**config.mk**
```make
export PLATFORM = sky130hd
export DESIGN_NAME = mcar_regs
export DESIGN_NICKNAME = d
export VERILOG_FILES = /design/src/mcar_pkg.sv /design/src/mcar_ser_if.sv /design/src/mcar_regs.sv /design/src/mcar_serial_sync.sv
export SDC_FILE = /design/constraint.sdc
export NUM_CORES = 1
export LEC_CHECK = 0
export BUFFER_PORTS_ARGS = -buffer_cell sky130_fd_sc_hd__buf_2
export CORE_UTILIZATION = 45
export CTS_CLUSTER_DIAMETER = 100
export DETAILED_ROUTE_END_ITERATION = 8
export GPL_ROUTABILITY_DRIVEN = 0
export PLACE_DENSITY = 0.68
export SLEW_MARGIN = 10
export SYNTH_ARGS = -nofsm -noshare
export SYNTH_HDL_FRONTEND = slang
export SYNTH_SLANG_ARGS = --single-unit
```
**constraint.sdc**
```tcl
create_clock -name i_ref_clk -period 3.1 [get_ports i_ref_clk]
set_clock_uncertainty 0.2 [all_clocks]
set_input_delay 0.155 -clock i_ref_clk [delete_from_list [all_inputs] [get_ports i_ref_clk]]
set_output_delay 0.155 -clock i_ref_clk [all_outputs]
set_load 0.05 [all_outputs]
```
**src/mcar_pkg.sv**
```systemverilog
package mcar_pkg;

   // register addresses on the serial bus
   localparam logic [6:0] ADDR_SOFT_RESET = 7'h00;
   localparam logic [6:0] ADDR_IDENT      = 7'h01;
   localparam logic [6:0] ADDR_MODE       = 7'h04;
   localparam logic [6:0] ADDR_CLOCK      = 7'h09;
   localparam logic [6:0] ADDR_GAIN       = 7'h0C;

   // reset values
   localparam logic [7:0] MODE_RST        = 8'h3C;
   localparam logic [7:0] CLOCK_RST       = 8'h0C;
   localparam logic [7:0] GAIN_RST        = 8'h0B;
   localparam logic [7:0] RD_UNMAPPED     = 8'h00;
   localparam logic [1:0] ID_PAD          = 2'h0;

   // arbitrary identifier value, not taken from any part
   localparam logic [5:0] SLAVE_ID_DEFAULT = 6'h15;

   // operating mode control fields
   localparam int MODE_DIGITAL_BIT = 2;
   localparam int MODE_TALK_BIT    = 1;
   localparam int MODE_SLEEP_N_BIT = 0;
   localparam logic [2:0] MODE_ANALOG_SLOT_PIN = 3'h1;
   localparam logic [2:0] MODE_ANALOG_SLOT     = 3'h0;

   // clock output config fields
   localparam int CLK_DIV_DIS_BIT   = 4;
   localparam int CLK_DRV_WEAK_BIT  = 3;
   localparam int CLK_DIV_RATIO_BIT = 2;
   localparam int CLK_CHIP_LSB      = 0;

   // gain and oscillator control fields
   localparam int GAIN_PDM_LSB = 5;
   localparam int GAIN_PWR_BIT = 3;
   localparam int GAIN_LVL_BIT = 2;
   localparam int GAIN_OSC_LSB = 0;
   localparam logic [1:0] PDM_FORBIDDEN = 2'h3;

   // frame layout: last bit index of each field
   localparam logic [1:0] FRAME_PREFIX = 2'h1;
   localparam logic [3:0] CNT_PREFIX   = 4'h1;
   localparam logic [3:0] CNT_IDENT    = 4'h5;
   localparam logic [3:0] CNT_ADDR     = 4'h6;
   localparam logic [3:0] CNT_DATA     = 4'h7;
   localparam logic [3:0] CNT_ZERO     = 4'h0;
   localparam logic [3:0] CNT_STEP     = 4'h1;

   // idle levels of the synchronised pins: slot, data, strobe, clock
   localparam logic [3:0] SYNC_IDLE = 4'hF;
   localparam int PIN_CLK  = 0;
   localparam int PIN_STB  = 1;
   localparam int PIN_DATA = 2;
   localparam int PIN_SLOT = 3;

   typedef enum logic [3:0]
   {
      ST_IDLE,
      ST_PREFIX,
      ST_IDENT,
      ST_GAP,
      ST_DIR,
      ST_ADDR,
      ST_MARK,
      ST_DATA,
      ST_SKIP
   } mcar_state_e;

endpackage

```
**src/mcar_ser_if.sv**
```systemverilog
`timescale 1ns/10ps
interface mcar_ser_if;
   logic clk_rise;
   logic clk_fall;
   logic data_bit;
   logic frame_act;
   logic slot_pin_n;

   modport src
   (
      output clk_rise,
      output clk_fall,
      output data_bit,
      output frame_act,
      output slot_pin_n
   );

   modport sink
   (
      input clk_rise,
      input clk_fall,
      input data_bit,
      input frame_act,
      input slot_pin_n
   );
endinterface

```
**src/mcar_regs.sv**
```systemverilog
`timescale 1ns/10ps
// How it works
// mode register resets 100, bits 5:3 ones, bits 7:6 zero
// mode bit 2 picks digital or analog
// mode bit 1 picks talk or idle
// mode bit 0 low forces sleep in digital operation
// 001 follows slot pin: slot or receive
// 000 gives analog slot mode always
// digital operation ignores the slot pin
// clock register upper bits reset to zero
// clock bit 4 disables divided reference output
// clock bit 3 selects weak reference driver
// clock bit 2 selects divide by four
// clock bits 1:0 select chip clock source
// gain register bits 7 and 4 reset zero
// bits 6:5 pick pdm range, 11 refused
// gain bit 3 powers receive gain stage
// gain bit 2 selects normal or reduced level
// gain bits 1:0 select oscillator mode
// soft reset write restores all reset values
// master opens frames with 01 and identifier
// direction, address, marker, eight data bits
// new settings apply after last data bit
// master writes reserved bits with reset values
module mcar_regs
#(
   parameter logic [5:0] P_SLAVE_IDENTIFIER = mcar_pkg::SLAVE_ID_DEFAULT
)
(
   // clock and reset
   input  wire logic       i_ref_clk,
   input  wire logic       i_nrst,
   // serial bus pins
   input  wire logic       i_ser_clk,
   input  wire logic       i_ser_stb_n,
   input  wire logic       i_ser_data,
   output logic            o_ser_data,
   output logic            o_ser_data_oe_n,
   // slot pin
   input  wire logic       i_slot_pin_n,
   // decoded operating state
   output logic            o_digital_mode,
   output logic            o_talk_active,
   output logic            o_sleep_active,
   output logic            o_analog_slot_mode,
   output logic            o_analog_rx_mode,
   // clock output controls
   output logic            o_ref_div_out_disable,
   output logic            o_ref_out_drive_weak,
   output logic            o_ref_div_ratio,
   output logic [1:0]      o_chip_clock_select,
   // gain and oscillator controls
   output logic [1:0]      o_agc_pdm_range,
   output logic            o_rx_gain_power_on,
   output logic            o_rx_osc_level,
   output logic [1:0]      o_rx_osc_mode
);
   import mcar_pkg::*;

   mcar_ser_if ser ();

   mcar_serial_sync u_sync
   (
      .i_ref_clk    (i_ref_clk),
      .i_nrst       (i_nrst),
      .i_ser_clk    (i_ser_clk),
      .i_ser_stb_n  (i_ser_stb_n),
      .i_ser_data   (i_ser_data),
      .i_slot_pin_n (i_slot_pin_n),
      .ser          (ser.src)
   );

   mcar_state_e state_q;
   mcar_state_e state_d;
   logic [3:0]  cnt_q;
   logic [3:0]  cnt_d;
   logic [7:0]  sh_q;
   logic [7:0]  sh_next;
   logic        dir_q;
   logic        dir_d;
   logic [6:0]  addr_q;
   logic [6:0]  addr_d;
   logic [7:0]  rd_byte_q;
   logic [7:0]  rd_byte_d;
   logic        wr_stb_q;
   logic        wr_stb_d;
   logic [7:0]  wdata_q;
   logic [7:0]  wdata_d;
   logic [6:0]  wr_addr_q;
   logic [7:0]  mode_q;
   logic [7:0]  clock_q;
   logic [7:0]  gain_q;
   logic [7:0]  rd_mux;
   logic [7:0]  gain_wr_val;
   logic [3:0]  cnt_inc;
   logic [3:0]  rd_idx;
   logic        wr_soft;
   logic        wr_mode;
   logic        wr_clock;
   logic        wr_gain;
   logic        drive_bit;
   logic        dig;
   logic        talk;
   logic        sleep_n;

   assign sh_next = {sh_q[6:0], ser.data_bit};
   assign cnt_inc = cnt_q + CNT_STEP;
   assign rd_idx  = CNT_DATA - cnt_q;

   // frame sequencer, advanced on each sampled rising bus clock
   always_comb
   begin
      state_d   = state_q;
      cnt_d     = cnt_q;
      dir_d     = dir_q;
      addr_d    = addr_q;
      rd_byte_d = rd_byte_q;
      wr_stb_d  = 1'b0;
      wdata_d   = wdata_q;
      if (!ser.frame_act)
         state_d = ST_IDLE;
      else if (state_q == ST_IDLE)
      begin
         state_d = ST_PREFIX;
         cnt_d   = CNT_ZERO;
      end
      else if (ser.clk_rise)
      begin
         cnt_d = cnt_inc;
         case (state_q)
            ST_PREFIX:
               if (cnt_q == CNT_PREFIX)
               begin
                  // anything but 01 silences us to frame end
                  state_d = (sh_next[1:0] == FRAME_PREFIX) ? ST_IDENT : ST_SKIP;
                  cnt_d   = CNT_ZERO;
               end
            ST_IDENT:
               if (cnt_q == CNT_IDENT)
                  state_d = (sh_next[5:0] == P_SLAVE_IDENTIFIER) ? ST_GAP : ST_SKIP;
            ST_GAP:
               state_d = ST_DIR;
            ST_DIR:
            begin
               dir_d   = ser.data_bit;
               state_d = ST_ADDR;
               cnt_d   = CNT_ZERO;
            end
            ST_ADDR:
               if (cnt_q == CNT_ADDR)
               begin
                  addr_d  = sh_next[6:0];
                  state_d = ST_MARK;
               end
            ST_MARK:
            begin
               // read data is frozen here so a write cannot tear it
               rd_byte_d = rd_mux;
               state_d   = ST_DATA;
               cnt_d     = CNT_ZERO;
            end
            ST_DATA:
               if (cnt_q == CNT_DATA)
               begin
                  wr_stb_d = dir_q;
                  wdata_d  = sh_next;
                  state_d  = ST_GAP;
               end
            ST_SKIP:
               state_d = ST_SKIP;
            default:
               state_d = ST_IDLE;
         endcase
      end
   end

   always_ff @(posedge i_ref_clk or negedge i_nrst)
   begin
      if (!i_nrst)
      begin
         state_q   <= ST_IDLE;
         cnt_q     <= CNT_ZERO;
         sh_q      <= RD_UNMAPPED;
         dir_q     <= 1'b0;
         addr_q    <= ADDR_SOFT_RESET;
         rd_byte_q <= RD_UNMAPPED;
      end
      else
      begin
         state_q   <= state_d;
         cnt_q     <= cnt_d;
         sh_q      <= ser.clk_rise ? sh_next : sh_q;
         dir_q     <= dir_d;
         addr_q    <= addr_d;
         rd_byte_q <= rd_byte_d;
      end
   end

   always_ff @(posedge i_ref_clk or negedge i_nrst)
   begin
      if (!i_nrst)
      begin
         wr_stb_q  <= 1'b0;
         wdata_q   <= RD_UNMAPPED;
         wr_addr_q <= ADDR_SOFT_RESET;
      end
      else
      begin
         wr_stb_q  <= wr_stb_d;
         wdata_q   <= wdata_d;
         wr_addr_q <= wr_stb_d ? addr_q : wr_addr_q;
      end
   end

   // register decode
   assign wr_soft  = wr_stb_q && (wr_addr_q == ADDR_SOFT_RESET);
   assign wr_mode  = wr_stb_q && (wr_addr_q == ADDR_MODE);
   assign wr_clock = wr_stb_q && (wr_addr_q == ADDR_CLOCK);
   assign wr_gain  = wr_stb_q && (wr_addr_q == ADDR_GAIN);

   // forbidden range code keeps the old range
   assign gain_wr_val = {wdata_q[7],
                         (wdata_q[6:5] == PDM_FORBIDDEN) ? gain_q[6:5] : wdata_q[6:5],
                         wdata_q[4:0]};

   assign rd_mux = (addr_q == ADDR_IDENT) ? {ID_PAD, P_SLAVE_IDENTIFIER} :
                   (addr_q == ADDR_MODE)  ? mode_q  :
                   (addr_q == ADDR_CLOCK) ? clock_q :
                   (addr_q == ADDR_GAIN)  ? gain_q  : RD_UNMAPPED;

   // reserved bits are stored as written and read back
   always_ff @(posedge i_ref_clk or negedge i_nrst)
   begin
      if (!i_nrst)
         mode_q <= MODE_RST;
      else if (wr_soft)
         mode_q <= MODE_RST;
      else if (wr_mode)
         mode_q <= wdata_q;
   end

   always_ff @(posedge i_ref_clk or negedge i_nrst)
   begin
      if (!i_nrst)
         clock_q <= CLOCK_RST;
      else if (wr_soft)
         clock_q <= CLOCK_RST;
      else if (wr_clock)
         clock_q <= wdata_q;
   end

   always_ff @(posedge i_ref_clk or negedge i_nrst)
   begin
      if (!i_nrst)
         gain_q <= GAIN_RST;
      else if (wr_soft)
         gain_q <= GAIN_RST;
      else if (wr_gain)
         gain_q <= gain_wr_val;
   end

   // read data goes out on the falling bus clock, held for the rise
   assign drive_bit = (state_q == ST_DATA) && !dir_q;

   always_ff @(posedge i_ref_clk or negedge i_nrst)
   begin
      if (!i_nrst)
      begin
         o_ser_data      <= 1'b1;
         o_ser_data_oe_n <= 1'b1;
      end
      else if (!ser.frame_act)
         o_ser_data_oe_n <= 1'b1;
      else if (ser.clk_fall)
      begin
         o_ser_data_oe_n <= !drive_bit;
         o_ser_data      <= drive_bit ? rd_byte_q[rd_idx[2:0]] : 1'b1;
      end
   end

   // operating state decode
   assign dig     = mode_q[MODE_DIGITAL_BIT];
   assign talk    = mode_q[MODE_TALK_BIT];
   assign sleep_n = mode_q[MODE_SLEEP_N_BIT];

   always_ff @(posedge i_ref_clk or negedge i_nrst)
   begin
      if (!i_nrst)
      begin
         o_digital_mode     <= 1'b1;
         o_talk_active      <= 1'b0;
         o_sleep_active     <= 1'b1;
         o_analog_slot_mode <= 1'b0;
         o_analog_rx_mode   <= 1'b0;
      end
      else
      begin
         o_digital_mode     <= dig;
         o_talk_active      <= talk && (sleep_n || !dig);
         o_sleep_active     <= dig && !sleep_n;
         // slot pin only counts for 001 in analog operation
         o_analog_slot_mode <= !dig && !talk && (!sleep_n || !ser.slot_pin_n);
         o_analog_rx_mode   <= !dig && !talk && sleep_n && ser.slot_pin_n;
      end
   end

   assign o_ref_div_out_disable = clock_q[CLK_DIV_DIS_BIT];
   assign o_ref_out_drive_weak  = clock_q[CLK_DRV_WEAK_BIT];
   assign o_ref_div_ratio       = clock_q[CLK_DIV_RATIO_BIT];
   assign o_chip_clock_select   = clock_q[CLK_CHIP_LSB +: 2];
   assign o_agc_pdm_range       = gain_q[GAIN_PDM_LSB +: 2];
   assign o_rx_gain_power_on    = gain_q[GAIN_PWR_BIT];
   assign o_rx_osc_level        = gain_q[GAIN_LVL_BIT];
   assign o_rx_osc_mode         = gain_q[GAIN_OSC_LSB +: 2];
endmodule

```
**src/mcar_serial_sync.sv**
```systemverilog
`timescale 1ns/10ps
module mcar_serial_sync
(
   // clock and reset
   input  wire logic i_ref_clk,
   input  wire logic i_nrst,
   // raw pins
   input  wire logic i_ser_clk,
   input  wire logic i_ser_stb_n,
   input  wire logic i_ser_data,
   input  wire logic i_slot_pin_n,
   // synchronised view
   mcar_ser_if.src   ser
);
   import mcar_pkg::*;

   logic [3:0] raw;
   logic [3:0] meta_q;
   logic [3:0] sync_q;
   logic       clk_prev_q;

   assign raw = {i_slot_pin_n, i_ser_data, i_ser_stb_n, i_ser_clk};

   generate
      for (genvar g = 0; g < 4; g++)
      begin : g_sync
         always_ff @(posedge i_ref_clk or negedge i_nrst)
         begin
            if (!i_nrst)
            begin
               meta_q[g] <= SYNC_IDLE[g];
               sync_q[g] <= SYNC_IDLE[g];
            end
            else
            begin
               meta_q[g] <= raw[g];
               sync_q[g] <= meta_q[g];
            end
         end
      end
   endgenerate

   // edge history looks only at the second stage
   always_ff @(posedge i_ref_clk or negedge i_nrst)
   begin
      if (!i_nrst)
         clk_prev_q <= 1'b1;
      else
         clk_prev_q <= sync_q[PIN_CLK];
   end

   assign ser.clk_rise   = sync_q[PIN_CLK] & ~clk_prev_q;
   assign ser.clk_fall   = ~sync_q[PIN_CLK] & clk_prev_q;
   assign ser.data_bit   = sync_q[PIN_DATA];
   assign ser.frame_act  = ~sync_q[PIN_STB];
   assign ser.slot_pin_n = sync_q[PIN_SLOT];
endmodule

```
Word-level counts from Yosys, hierarchy flattened. Cells that the tools add are included. W data, S select, Z words.

Add/sub/neg operators: 2. Order comparisons: 1. Equal/unequal tests: 27. Muxes and demuxes: 35. Bitwise gates (word level): 6. Reductions and logical operators: 36.

Operators with widths (number): $mux W8 (10); $mux W4 (12); $pmux W4 S8 (1); $eq A4 B3 Y1 const B (7); $eq A7 B4 Y1 const B (4); $ne A4 B3 Y1 const B (4); $reduce_and A5 Y1 (3); $eq A7 B3 Y1 const B (2); $logic_and A1 B1 Y1 (11); $reduce_bool A2 Y1 (5); $mux W1 (9); $eq A4 B1 Y1 const B (2); $eq A4 B2 Y1 const B (2); $pmux W4 S2 (1); $reduce_and A4 Y1 (2); $eq A7 B1 Y1 const B (1); $logic_not A7 Y1 (1); $eq A6 B5 Y1 const B (1); $logic_not A1 Y1 (6); $reduce_and A2 Y1 (3); $add A4 B1 Y4 const B (1); $eq A4 B4 Y1 const B (1); $logic_not A4 Y1 (1); $lt A3 B4 Y1 const B (1); 11 further kinds (16).

Register bits: 87. Input port bits: 6. Output and inout port bits: 18. Logic and storage cells: 136.

Longest topological paths before layout. Gate-level depths: netlist of run 1.

Depth after elaboration: 7. Gate-level depth with buffers: 6. Depth with buffers taken out: 6.

Hierarchy. From an unflattened synthesis of run 1, not the netlist that was laid out.

Cell total of the unflattened synthesis: 352. Area, all modules: 4092.7 um2.

By module, submodules not included: mcar_regs (instances 1, cells an instance 340, area each 3837.4 um2, seq. area each 1968.1 um2); mcar_serial_sync (instances 1, cells an instance 12, area each 255.2 um2, seq. area each 236.5 um2).

Worst setup path after synthesis of run 1. No wires, ideal clock.

Path kind: reg-to-reg. Start point: reg cnt_q[0]. End point: reg state_q[1]. Library setup time: 0.125 ns. Data arrival time: 1.849 ns. Data required time: 2.775 ns. Path slack: 0.926 ns. Stages on the path, launching flop included: 6. Buffers on the path: 0. Period minus slack after synthesis: 2.174 ns. Path through: dfrtp_1 -> ha_1 -> or3b_2 -> a22oi_1 -> and3_4 -> mux2_2.

Cells in the longest elaborated chain, start to end: 3. Elaborated cells on any way between the ends: 9. Classes of those cells: eq/ne: 8; reduce/logical: 1.

RTL lines: start, declared (line mcar_regs.sv:75) `logic [3:0] cnt_q;`; start signal, assigned (line mcar_regs.sv:191) `cnt_q <= cnt_d;`; $eq A4 B3 Y1, or another cell as far along (line mcar_regs.sv:163) `if (cnt_q == CNT_DATA)`; $ne A4 B3 Y1 (no line); $reduce_and A5 Y1 (no line) *; end signal, assigned (line mcar_regs.sv:190) `state_q <= state_d;`; end, declared (line mcar_regs.sv:73) `mcar_state_e state_q;`.

Mark *: on every way between the ends. The rest lies on a longest branch, timed or not. A chain may end at the register's enable or synchronous reset.

Worst setup path after layout of run 1.
Start point: reg u_sync.sync_q[0]. End point: reg addr_q[3].

Cells in the longest elaborated chain, start to end: 2.

RTL lines: start, declared (line mcar_serial_sync.sv:19) `logic [3:0] sync_q;`; start signal, assigned by index (line mcar_serial_sync.sv:32) `sync_q[g] <= SYNC_IDLE[g];`; start signal, assigned by index (line mcar_serial_sync.sv:37) `sync_q[g] <= meta_q[g];`; $and A1 B1 Y1 (line mcar_serial_sync.sv:52) `assign ser.clk_rise = sync_q[PIN_CLK] & ~clk_prev_q;`; $reduce_and A5 Y1 (no line); end signal, assigned (line mcar_regs.sv:194) `addr_q <= addr_d;`; end, declared (line mcar_regs.sv:81) `logic [6:0] addr_q;`.

Every way passes these cells.

==> results of run 1 <==
## timing repair
action	CTS	global route
hold endpoints to repair	69	0
setup endpoints to repair	0	0
buffers inserted	0	0
hold buffers	5	0
## per-stage QoR
| step | area, sq um | setup slack [ns] |
|---|---|---|
| final | 4520 | 0.752 |
| after floorplan | 4050 | 0.926 |
| after global placement | 4220 | 0.831 |
| after CTS | 4520 | 0.743 |
| after detailed placement | 4220 | 0.768 |
| after global routing | 4520 | 0.636 |
## sequential cells by signal, indices dropped and copies added, names as in the netlist, 2 cells and up
signal / count
cnt_q: 4
addr_q: 7
u_sync.sync_q: 2
sh_q: 7
wdata_q: 8
wr_addr_q: 7
u_sync.meta_q: 4
clock_q: 8
state_q: 4
mode_q: 8
rd_byte_q: 8
gain_q: 8
## synthesized netlist by cell type, types with 4 or more instances
cell type,instances
a21oi_1,6
a31oi_1,8
and3_1,5
buf_2,4
buf_4,6
clkbuf_1,8
dfrtp_1,65
dfstp_2,22
inv_1,13
mux2_2,30
mux2i_1,16
nand2_1,23
nand2b_1,8
nand3_1,12
nor2_1,29
nor2b_1,11
nor3_1,9
o21ai_0,16
## cells by family (layout without fill, tap and decap cells)
group	after synthesis	after routing	synth area share
and+or+nand+nor	130	130	0.181
DFF	87	87	0.544
AOI/OAI and AO/OA	53	53	0.0896
muxes	49	49	0.137
buffers and inverters	32	60	0.0383
adders and majority gates	3	3	0.00927
## routing by layer
| metal | track usage | up-vias | share of wire |
|---|---|---|---|
| met1 | 0.269 | 1365 | 0.46 |
| li1 | - | 1318 | - |
| met3 | 0.0303 | 10 | 0.041 |
| met5 | 0 | - | 0 |
| met4 | 0.0643 | 0 | 0.013 |
| met2 | 0.282 | 76 | 0.48 |
## worst paths after layout
kind | from | end | depth (start not counted)
hold reg to reg | u_sync.meta_q[0] | u_sync.sync_q[0] | 0
setup / recovery | u_sync.sync_q[0] | addr_q[3] | 4
max in group asynchronous | i_nrst | rd_byte_q[1] | 2
hold / removal | u_sync.meta_q[0] | u_sync.sync_q[0] | 0
min in group asynchronous | i_nrst | cnt_q[2] | 2
setup reg to reg | u_sync.sync_q[0] | addr_q[3] | 4
## cell type report
cell class / instances / share of cell area
sequential: 87 / 0.488
multi-input combinational: 235 / 0.375
timing repair buffer: 31 / 0.0421
tap: 108 / 0.0299
clock buffer: 10 / 0.0283
clock inverter: 6 / 0.0255
inverter: 13 / 0.0108
## power by group
group	leakage [nW]	switching [W]	internal [W]	total, W
combinational	0.915	0.000135	0.000134	0.000270
clock	0.117	0.000416	0.000542	0.000958
sequential	1.12	0.000102	0.00120	0.00130
total	2.15	0.000653	0.00187	0.00253
## critical path: stages (launching register included)
cell and delay, ns:
dfstp_2 0.55, nand2b_1 0.25, or3_4 0.47, nor3_4 0.36, mux2_2 0.39
==> impl_metrics.py, run 1 <==
metrics = {
    "floorplan": {
        "io-pin-count": 24,
        "coreArea_sq_um": 8720,
        "dieWidth_um": 96.9,
        "die_h_um": 96.9,
        "num_rows": 34,
        "die-area_sq_um": 9380,
        "initial_utilization": 0.464,
    },
    "layout": {
        "layout_commonest_cell": "dfrtp_1",
        "num-fill-cells": 760,
        "fin_util": 0.518,
        "layout-drive-gt1-share": 0.288,
        "final_cells": 490,
        "final_cell_mix": "dfrtp_1, mux2_2, nor2_1, nand2_1",
        "n_antenna_cell": 0,
        "area_growth_syn_to_layout_pct": 11.6,
        "nNetsFinal": 386,
        "seqCellArea_sq_um": 2200,
        "multiInputGateArea_sq_um": 1700,
    },
    "grt": {
        "grt_max_degree": 88,
        "grt_usage": 0.185,
        "grt-ovfl-total": 0,
        "grt_pass1_wl_um": 13900,
        "antenna_found_initial": 0,
        "grt_pass1_vias": 2611,
    },
    "synth": {
        "synth-edff-count": 0,
        "synth_flop_cell": "dfrtp_1",
        "netlist_top_cells_area": "dfrtp_1, dfstp_2, mux2_2",
        "syn_avg_cell_area_sq_um": 11.4,
        "synth_area_sq_um": 4050,
        "synth_fp_nets": 363,
        "syn-instance-count": 354,
        "ys_async_sr_fraction": 1.00,
        "synth_cell_types": 56,
        "seq_area_frac_synth": 0.544,
        "synth_top_area_frac": 0.402,
        "synth-warning-count": 0,
        "ys_seq_elements": 87,
        "synth_top_cell_by_area": "dfrtp_1",
    },
    "placed_design": {
        "io_buffers": 23,
        "dp.cells": 469,
        "hpwl_um": 5670,
    },
    "sta": {
        "max_freq_mhz": 426,
        "fin_setup_tns_ns": 0,
        "period_minus_slack_ns": 2.35,
        "tightest_slew_ns": 1.08,
        "whs_ns": 0.160,
        "timing.final.max_slew_violations": 0,
        "rsz0062_at_grt": "false",
        "relSlewSlack": 0.279,
        "fin_crit_sh": 0.758,
        "finalSetupViolations": 0,
        "finalHoldViolations": 0,
    },
    "pwr": {
        "powerDensity_nw_per_um2": 559,
        "p_leak_nw": 2.15,
        "peakVddDrop_mv": 0.313,
        "finalPower_w": 0.00253,
    },
    "setup_path": {
        "crit_required_ns": 3.13,
        "start_kind": "flip-flop",
        "reg2reg_slack_ns": 0.75,
        "crit_fanout": 10,
        "worstPathArrival_ns": 2.38,
        "cp-end-kind": "flip-flop",
        "crit_type": "reg -> reg",
    },
    "detailed_routing": {
        "first_pass_iters": 4,
        "drt-wirelength-per-cell_um": 16.7,
        "detail-route-antenna-nets": 0,
        "vias": 2769,
        "routed_via_density": 5.65,
        "drc": 0,
        "drtIter0Drc": 230,
        "wl_um": 8210,
    },
    "clock_network": {
        "cts.clk_slew.worst_paths_ns": 0.09,
        "cts_buffers": 9,
        "worst_skew_pair.late_latency_ns": 0.36,
        "clockRootBuffer": "clkbuf_8",
        "cts.sinks": 87,
        "cts-htree-levels": 3,
        "cts_tree": "yes",
        "clock_path_buffers": 2,
        "cts-resized-gates": 0,
    },
    "status": {
        "status": "complete, no violations",
    },
    "run": {
        "maxCapViolations": 0,
    },
    "hold_path": {
        "hold_path_class": "reg -> reg",
    },
}
Note: power is estimated with default switching activity, not from simulation.
==> inputs of run 2 (changes only) <==
--- a/config.mk
+++ b/config.mk
@@ -5,6 +5,7 @@
 export SDC_FILE = /design/constraint.sdc
 export NUM_CORES = 1
 export LEC_CHECK = 0
+export ABC_AREA = 1
 export BUFFER_PORTS_ARGS = -buffer_cell sky130_fd_sc_hd__buf_2
 export CORE_UTILIZATION = 45
 export CTS_CLUSTER_DIAMETER = 100
==> constraint.sdc (replaced) <==
create_clock -name i_ref_clk -period 2.3 [get_ports i_ref_clk]
set_clock_uncertainty 0.2 [all_clocks]
set_input_delay 0.115 -clock i_ref_clk [delete_from_list [all_inputs] [get_ports i_ref_clk]]
set_output_delay 0.115 -clock i_ref_clk [all_outputs]
set_load 0.05 [all_outputs]
==> impl_metrics.py, run 2 <==
metrics = {
    "status": {
        "status": "finished, violations left",
        "violations": "DRC",
    },
    "pwr": {
        "finalPower_w": 0.00296,
        "net-switching-power_w": 0.000687,
        "p_sw_frac": 0.232,
        "p_int_w": 0.00228,
        "combPwrFrac": 0.064,
        "peakVddDrop_mv": 0.279,
        "clkPwrFrac": 0.392,
        "powerDensity_nw_per_um2": 643,
        "seq_power_share": 0.544,
        "p_leak_nw": 2.28,
    },
    "sta": {
        "rsz0062_at_grt": "false",
        "period_minus_slack_ns": 1.97,
        "fin_crit_sh": 0.855,
        "max_freq_mhz": 509,
        "timing.final.max_slew_violations": 0,
        "finalSetupViolations": 0,
        "relSlewSlack": 0.639,
        "fin_setup_tns_ns": 0,
        "tightest_slew_ns": 0.541,
        "finalHoldViolations": 0,
    },
    "synth": {
        "synth_area_sq_um": 4150,
        "synth-warning-count": 0,
        "syn_avg_cell_area_sq_um": 8.31,
        "synth_flop_cell": "dfrtp_1",
        "synth_top_cell_by_area": "dfrtp_1",
        "ys_seq_elements": 87,
        "synth_cell_types": 34,
        "syn-instance-count": 499,
        "synth.most_common_cell": "nand2_1",
        "seq_area_frac_synth": 0.531,
        "ys_async_sr_fraction": 1.00,
        "synth-edff-count": 0,
        "netlist_top_cells_area": "dfrtp_1, dfstp_2, nand2_1",
        "synth_top_area_frac": 0.392,
        "synth_fp_nets": 508,
        "synth_commonest_cells": "nand2_1, dfrtp_1, nand3_1, inv_1, nor2_1",
    },
    "grt": {
        "grt_max_degree": 55,
        "grt_pass1_wl_um": 15400,
        "grt-ovfl-total": 0,
        "grt_pass1_vias": 3241,
        "grt_usage": 0.205,
        "antenna_found_initial": 0,
    },
    "layout": {
        "num-fill-cells": 818,
        "final_cell_mix": "nand2_1, dfrtp_1, nand3_1, inv_1, nor2_1",
        "layout_commonest_cell": "nand2_1",
        "n_antenna_cell": 0,
        "area_growth_syn_to_layout_pct": 11.2,
        "final_area_sq_um": 4610,
        "nNetsFinal": 536,
        "layout-drive-gt1-share": 0.167,
    },
    "placed_design": {
        "dpl_cell_area_sq_um": 4350,
        "hpwl_um": 6560,
        "io_buffers": 23,
    },
    "clock_network": {
        "cts_tree": "yes",
        "cts.clk_slew.worst_paths_ns": 0.09,
        "cts-htree-levels": 3,
        "cts_buffers": 9,
        "clockRootBuffer": "clkbuf_8",
        "cts-resized-gates": 0,
        "clock_path_buffers": 2,
        "cts.sinks": 87,
        "worst_skew_pair.late_latency_ns": 0.35,
    },
    "setup_path": {
        "crit_type": "reg -> reg",
        "start_kind": "flip-flop",
        "cp-end-kind": "flip-flop",
        "crit_fanout": 12,
        "worstPathArrival_ns": 2.01,
        "r2r-start": "state_q[3]",
        "crit_start": "state_q[3]",
        "crit_required_ns": 2.34,
    },
    "detailed_routing": {
        "first_pass_iters": 6,
        "wl_um": 8980,
        "drc": 5,
        "detail-route-antenna-nets": 0,
        "drtIter0Drc": 173,
        "drt-wirelength-per-cell_um": 14.0,
        "routed_via_density": 5.20,
        "vias": 3327,
    },
    "hold_path": {
        "hold_path_class": "in -> async",
    },
    "run": {
        "maxCapViolations": 0,
    },
    "floorplan": {
        "coreArea_sq_um": 8810,
        "num_rows": 34,
        "initial_utilization": 0.471,
        "dieWidth_um": 98.0,
        "die-area_sq_um": 9610,
        "io-pin-count": 24,
        "die_h_um": 98.0,
    },
}
[run 2: changes by cell type after synthesis, sizes merged, moves of 11 or more]
cell | before | now
nor2 | 29 | 46
o21ai | 16 | 50
inv | 13 | 65
mux2i | 16 | 0
nor2b | 11 | 0
mux2 | 31 | 0
nand2 | 24 | 139
nand3 | 13 | 62
[run 2: area by class of cell]
| class | instances | area, sq um | area share |
|---|---|---|---|
| flip-flops and latches | 87 | 2200 | 0.478 |
| multi-input cells | 331 | 1600 | 0.347 |
| clock inverters | 3 | 68.8 | 0.0149 |
| repair buffers | 32 | 210 | 0.0456 |
| well taps | 108 | 135 | 0.0293 |
| inverters | 66 | 248 | 0.0537 |
| clock buffers | 13 | 149 | 0.0323 |
[run 2: power by group through the flow]
| stage | clock, W | sequential [W] | combinational [W] |
|---|---|---|---|
| floorplan | 0 | 0.00163 | 0.000119 |
| global placement | 0 | 0.00164 | 0.000184 |
| detailed placement | 0 | 0.00164 | 0.000186 |
| CTS | 0.00119 | 0.00161 | 0.000193 |
| global route | 0.00125 | 0.00162 | 0.000223 |
| finish | 0.00116 | 0.00161 | 0.000191 |
[run 2: cell families (layout without fill, tap and decap cells)]
kind of cell             Yosys count  in the layout  share of synthesized area
AND/OR/NAND/NOR                  265            265                      0.293
flip-flops                        87             87                      0.531
buffers and inverters             81            114                     0.0832
AO/OA/AOI/OAI                     62             62                     0.0817
adder cells (fa/ha/maj)            3              3                    0.00905
XOR/XNOR                           1              1                    0.00211
[run 2: what timing repair did]
item	in CTS	in global routing
hold endpoints to repair	82	0
hold buffers	5	0
buffers inserted	0	0
[run 2: routing by layer]
metal | wire (um) | global-route usage | part of all wire
met1 | 4210 | 0.273 | 0.47
met2 | 4060 | 0.321 | 0.45
met3 | 437 | 0.0401 | 0.049
met4 | 276 | 0.101 | 0.031
met5 | 0 | 0 | 0
[run 2: worst paths after layout]
check	endpoint	slack [ns]	cells after the start
hold / removal	mode_q[1]	0.03	2
setup / recovery	rd_byte_q[0]	0.33	8
setup reg to reg	rd_byte_q[0]	0.33	8
min in group i_ref_clk	u_sync.sync_q[0]	0.16	0
max in group asynchronous	gain_q[0]	1.18	3
hold reg to reg	u_sync.sync_q[0]	0.16	0
[run 2: worst max-delay path: stages (launching register included)]
cell     delay (ns)
dfrtp_1        0.42
inv_1          0.09
nand2_1        0.14
inv_2          0.13
nand3_1        0.10
nor2_2         0.43
nand3_1        0.13
nor2_1         0.15
nor2_1         0.05
[run 2: through the flow]
| stage | setup slack, ns | hold slack (ns) | util | instances |
|---|---|---|---|---|
| final | 0.335 | 0.0276 | 0.524 | 640 |
| after global routing | 0.0506 | 0.0581 | 0.524 | 640 |
| after global placement | 0.407 | -0.117 | 0.494 | 619 |
| after floorplan | 0.698 | -0.381 | - | 499 |
| after CTS | 0.355 | 0.0340 | 0.524 | 640 |
| after detailed placement | 0.382 | -0.117 | 0.494 | 619 |
==> inputs of run 3 (changes only) <==
--- a/config.mk
+++ b/config.mk
@@ -12,6 +12,7 @@
 export DETAILED_ROUTE_END_ITERATION = 8
 export GPL_ROUTABILITY_DRIVEN = 0
 export PLACE_DENSITY = 0.68
+export REMOVE_ABC_BUFFERS = 1
 export SLEW_MARGIN = 10
 export SYNTH_ARGS = -nofsm -noshare
 export SYNTH_HDL_FRONTEND = slang
==> impl_metrics.py, run 3 (same netlist as run 2, synthesis figures left out) <==
metrics = {
    "layout": {
        "layout-drive-gt1-share": 0.176,
        "n_antenna_cell": 0,
        "final_cell_mix": "nand2_1, dfrtp_1, nand3_1, inv_1, nor2_1",
        "layout_commonest_cell": "nand2_1",
        "nNetsFinal": 538,
        "seqCellArea_sq_um": 2200,
        "area_growth_syn_to_layout_pct": 10.8,
        "num-fill-cells": 832,
        "multiInputGateArea_sq_um": 1600,
    },
    "clock_network": {
        "clockRootBuffer": "clkbuf_8",
        "clock_path_buffers": 2,
        "cts.sinks": 87,
        "cts_tree": "yes",
        "cts.clk_slew.worst_paths_ns": 0.10,
        "post_cts_buffers": 0,
        "worst_skew_pair.late_latency_ns": 0.36,
        "cts-htree-levels": 3,
        "cts-resized-gates": 0,
        "cts_buffers": 9,
        "cts_hold_buffers": 5,
    },
    "setup_path": {
        "worstPathArrival_ns": 2.02,
        "cp-end-kind": "flip-flop",
        "crit_fanout": 12,
        "start_kind": "flip-flop",
        "crit_required_ns": 2.34,
        "crit_type": "reg -> reg",
        "reg2reg_slack_ns": 0.32,
    },
    "grt": {
        "grt-ovfl-total": 0,
        "grt_pass1_vias": 3227,
        "grt_pass1_wl_um": 15500,
        "grt_usage": 0.204,
        "grt_max_degree": 51,
        "antenna_found_initial": 0,
    },
    "floorplan": {
        "coreArea_sq_um": 8810,
        "die-area_sq_um": 9610,
        "num_rows": 34,
        "initial_utilization": 0.471,
        "io-pin-count": 24,
        "die_h_um": 98.0,
        "dieWidth_um": 98.0,
    },
    "detailed_routing": {
        "first_pass_iters": 7,
        "wl_um": 8910,
        "detail-route-antenna-nets": 0,
        "drtIter0Drc": 165,
        "drc": 2,
        "drt-wirelength-per-cell_um": 13.9,
        "routed_via_density": 5.20,
        "vias": 3338,
    },
    "pwr": {
        "net-switching-power_w": 0.000777,
        "p_leak_nw": 2.27,
        "seq_power_share": 0.570,
        "combPwrFrac": 0.070,
        "clkPwrFrac": 0.360,
        "finalPower_w": 0.00283,
        "p_sw_frac": 0.275,
        "powerDensity_nw_per_um2": 615,
        "p_int_w": 0.00205,
        "peakVddDrop_mv": 0.285,
    },
    "run": {
        "maxCapViolations": 0,
    },
    "placed_design": {
        "io_buffers": 23,
        "hpwl_um": 6500,
    },
    "status": {
        "status": "finished, violations left",
        "violations": "DRC",
    },
    "hold_path": {
        "hold_path_class": "in -> async",
    },
    "sta": {
        "tightest_slew_ns": 0.651,
        "finalHoldViolations": 0,
        "fin_crit_sh": 0.861,
        "rsz0062_at_grt": "false",
        "period_minus_slack_ns": 1.98,
        "max_freq_mhz": 505,
        "fin_setup_tns_ns": 0,
        "relSlewSlack": 0.566,
        "timing.final.max_slew_violations": 0,
        "finalSetupViolations": 0,
    },
}
-- run 3: worst paths after layout --
| kind | from | endpoint | cells after the start |
|---|---|---|---|
| worst max-delay path | state_q[3] | rd_byte_q[2] | 8 |
| worst min-delay path | i_nrst | gain_q[2] | 2 |
| worst max register to register | state_q[3] | rd_byte_q[2] | 8 |
| worst min register to register | u_sync.meta_q[0] | u_sync.sync_q[0] | 0 |
| max in group asynchronous | i_nrst | u_sync.sync_q[1] | 3 |
| min in group i_ref_clk | u_sync.meta_q[0] | u_sync.sync_q[0] | 0 |
-- run 3: worst max-delay path, cell delays in order (launching register included) --
cell	delay, ns
dfrtp_1	0.42
inv_1	0.09
nand2_1	0.14
inv_2	0.13
nand3_1	0.10
nor2_2	0.42
nand3_1	0.15
nor2_1	0.17
nor2_1	0.05
-- run 3: layer usage --
layer  vias to the layer above  part of all wire  routed length, um  track usage
li1                       1654                 -                  -            -
met1                      1595              0.49               4400        0.299
met2                        77              0.45               4030        0.310
met3                        12             0.039                349       0.0322
met4                         0             0.014                124       0.0688
met5                         -                 0                  0            0
-- run 3: final cells by class --
type,count,share of cell area
flip-flops and latches,87,0.480
multi-input cells,331,0.348
inverters,66,0.0539
repair buffers,34,0.0490
well taps,108,0.0294
clock buffers,9,0.0269
clock inverters,7,0.0133
-- run 3: through the flow --
stage               instance area [sq um]  hold slack [ns]  setup slack [ns]  cells  utilization
floorplan                            4050           -0.381             0.279    484            -
global placement                     4360          -0.0186             0.498    621        0.495
detailed placement                   4360          -0.0147             0.404    621        0.495
CTS                                  4600            0.121             0.377    642        0.522
global route                         4600            0.157            0.0903    642        0.522
finish                               4600           0.0940             0.319    642        0.522
-- run 3: power groups by stage --
stage | registers, W | clock network (W) | logic [W]
6_report | 0.00161 | 0.00102 | 0.000197
4_1_cts | 0.00161 | 0.00104 | 0.000199
3_5_place_dp | 0.00164 | 0 | 0.000191
2_1_floorplan | 0.00163 | 0 | 0.000118
5_1_grt | 0.00162 | 0.00111 | 0.000230
3_3_place_gp | 0.00164 | 0 | 0.000188
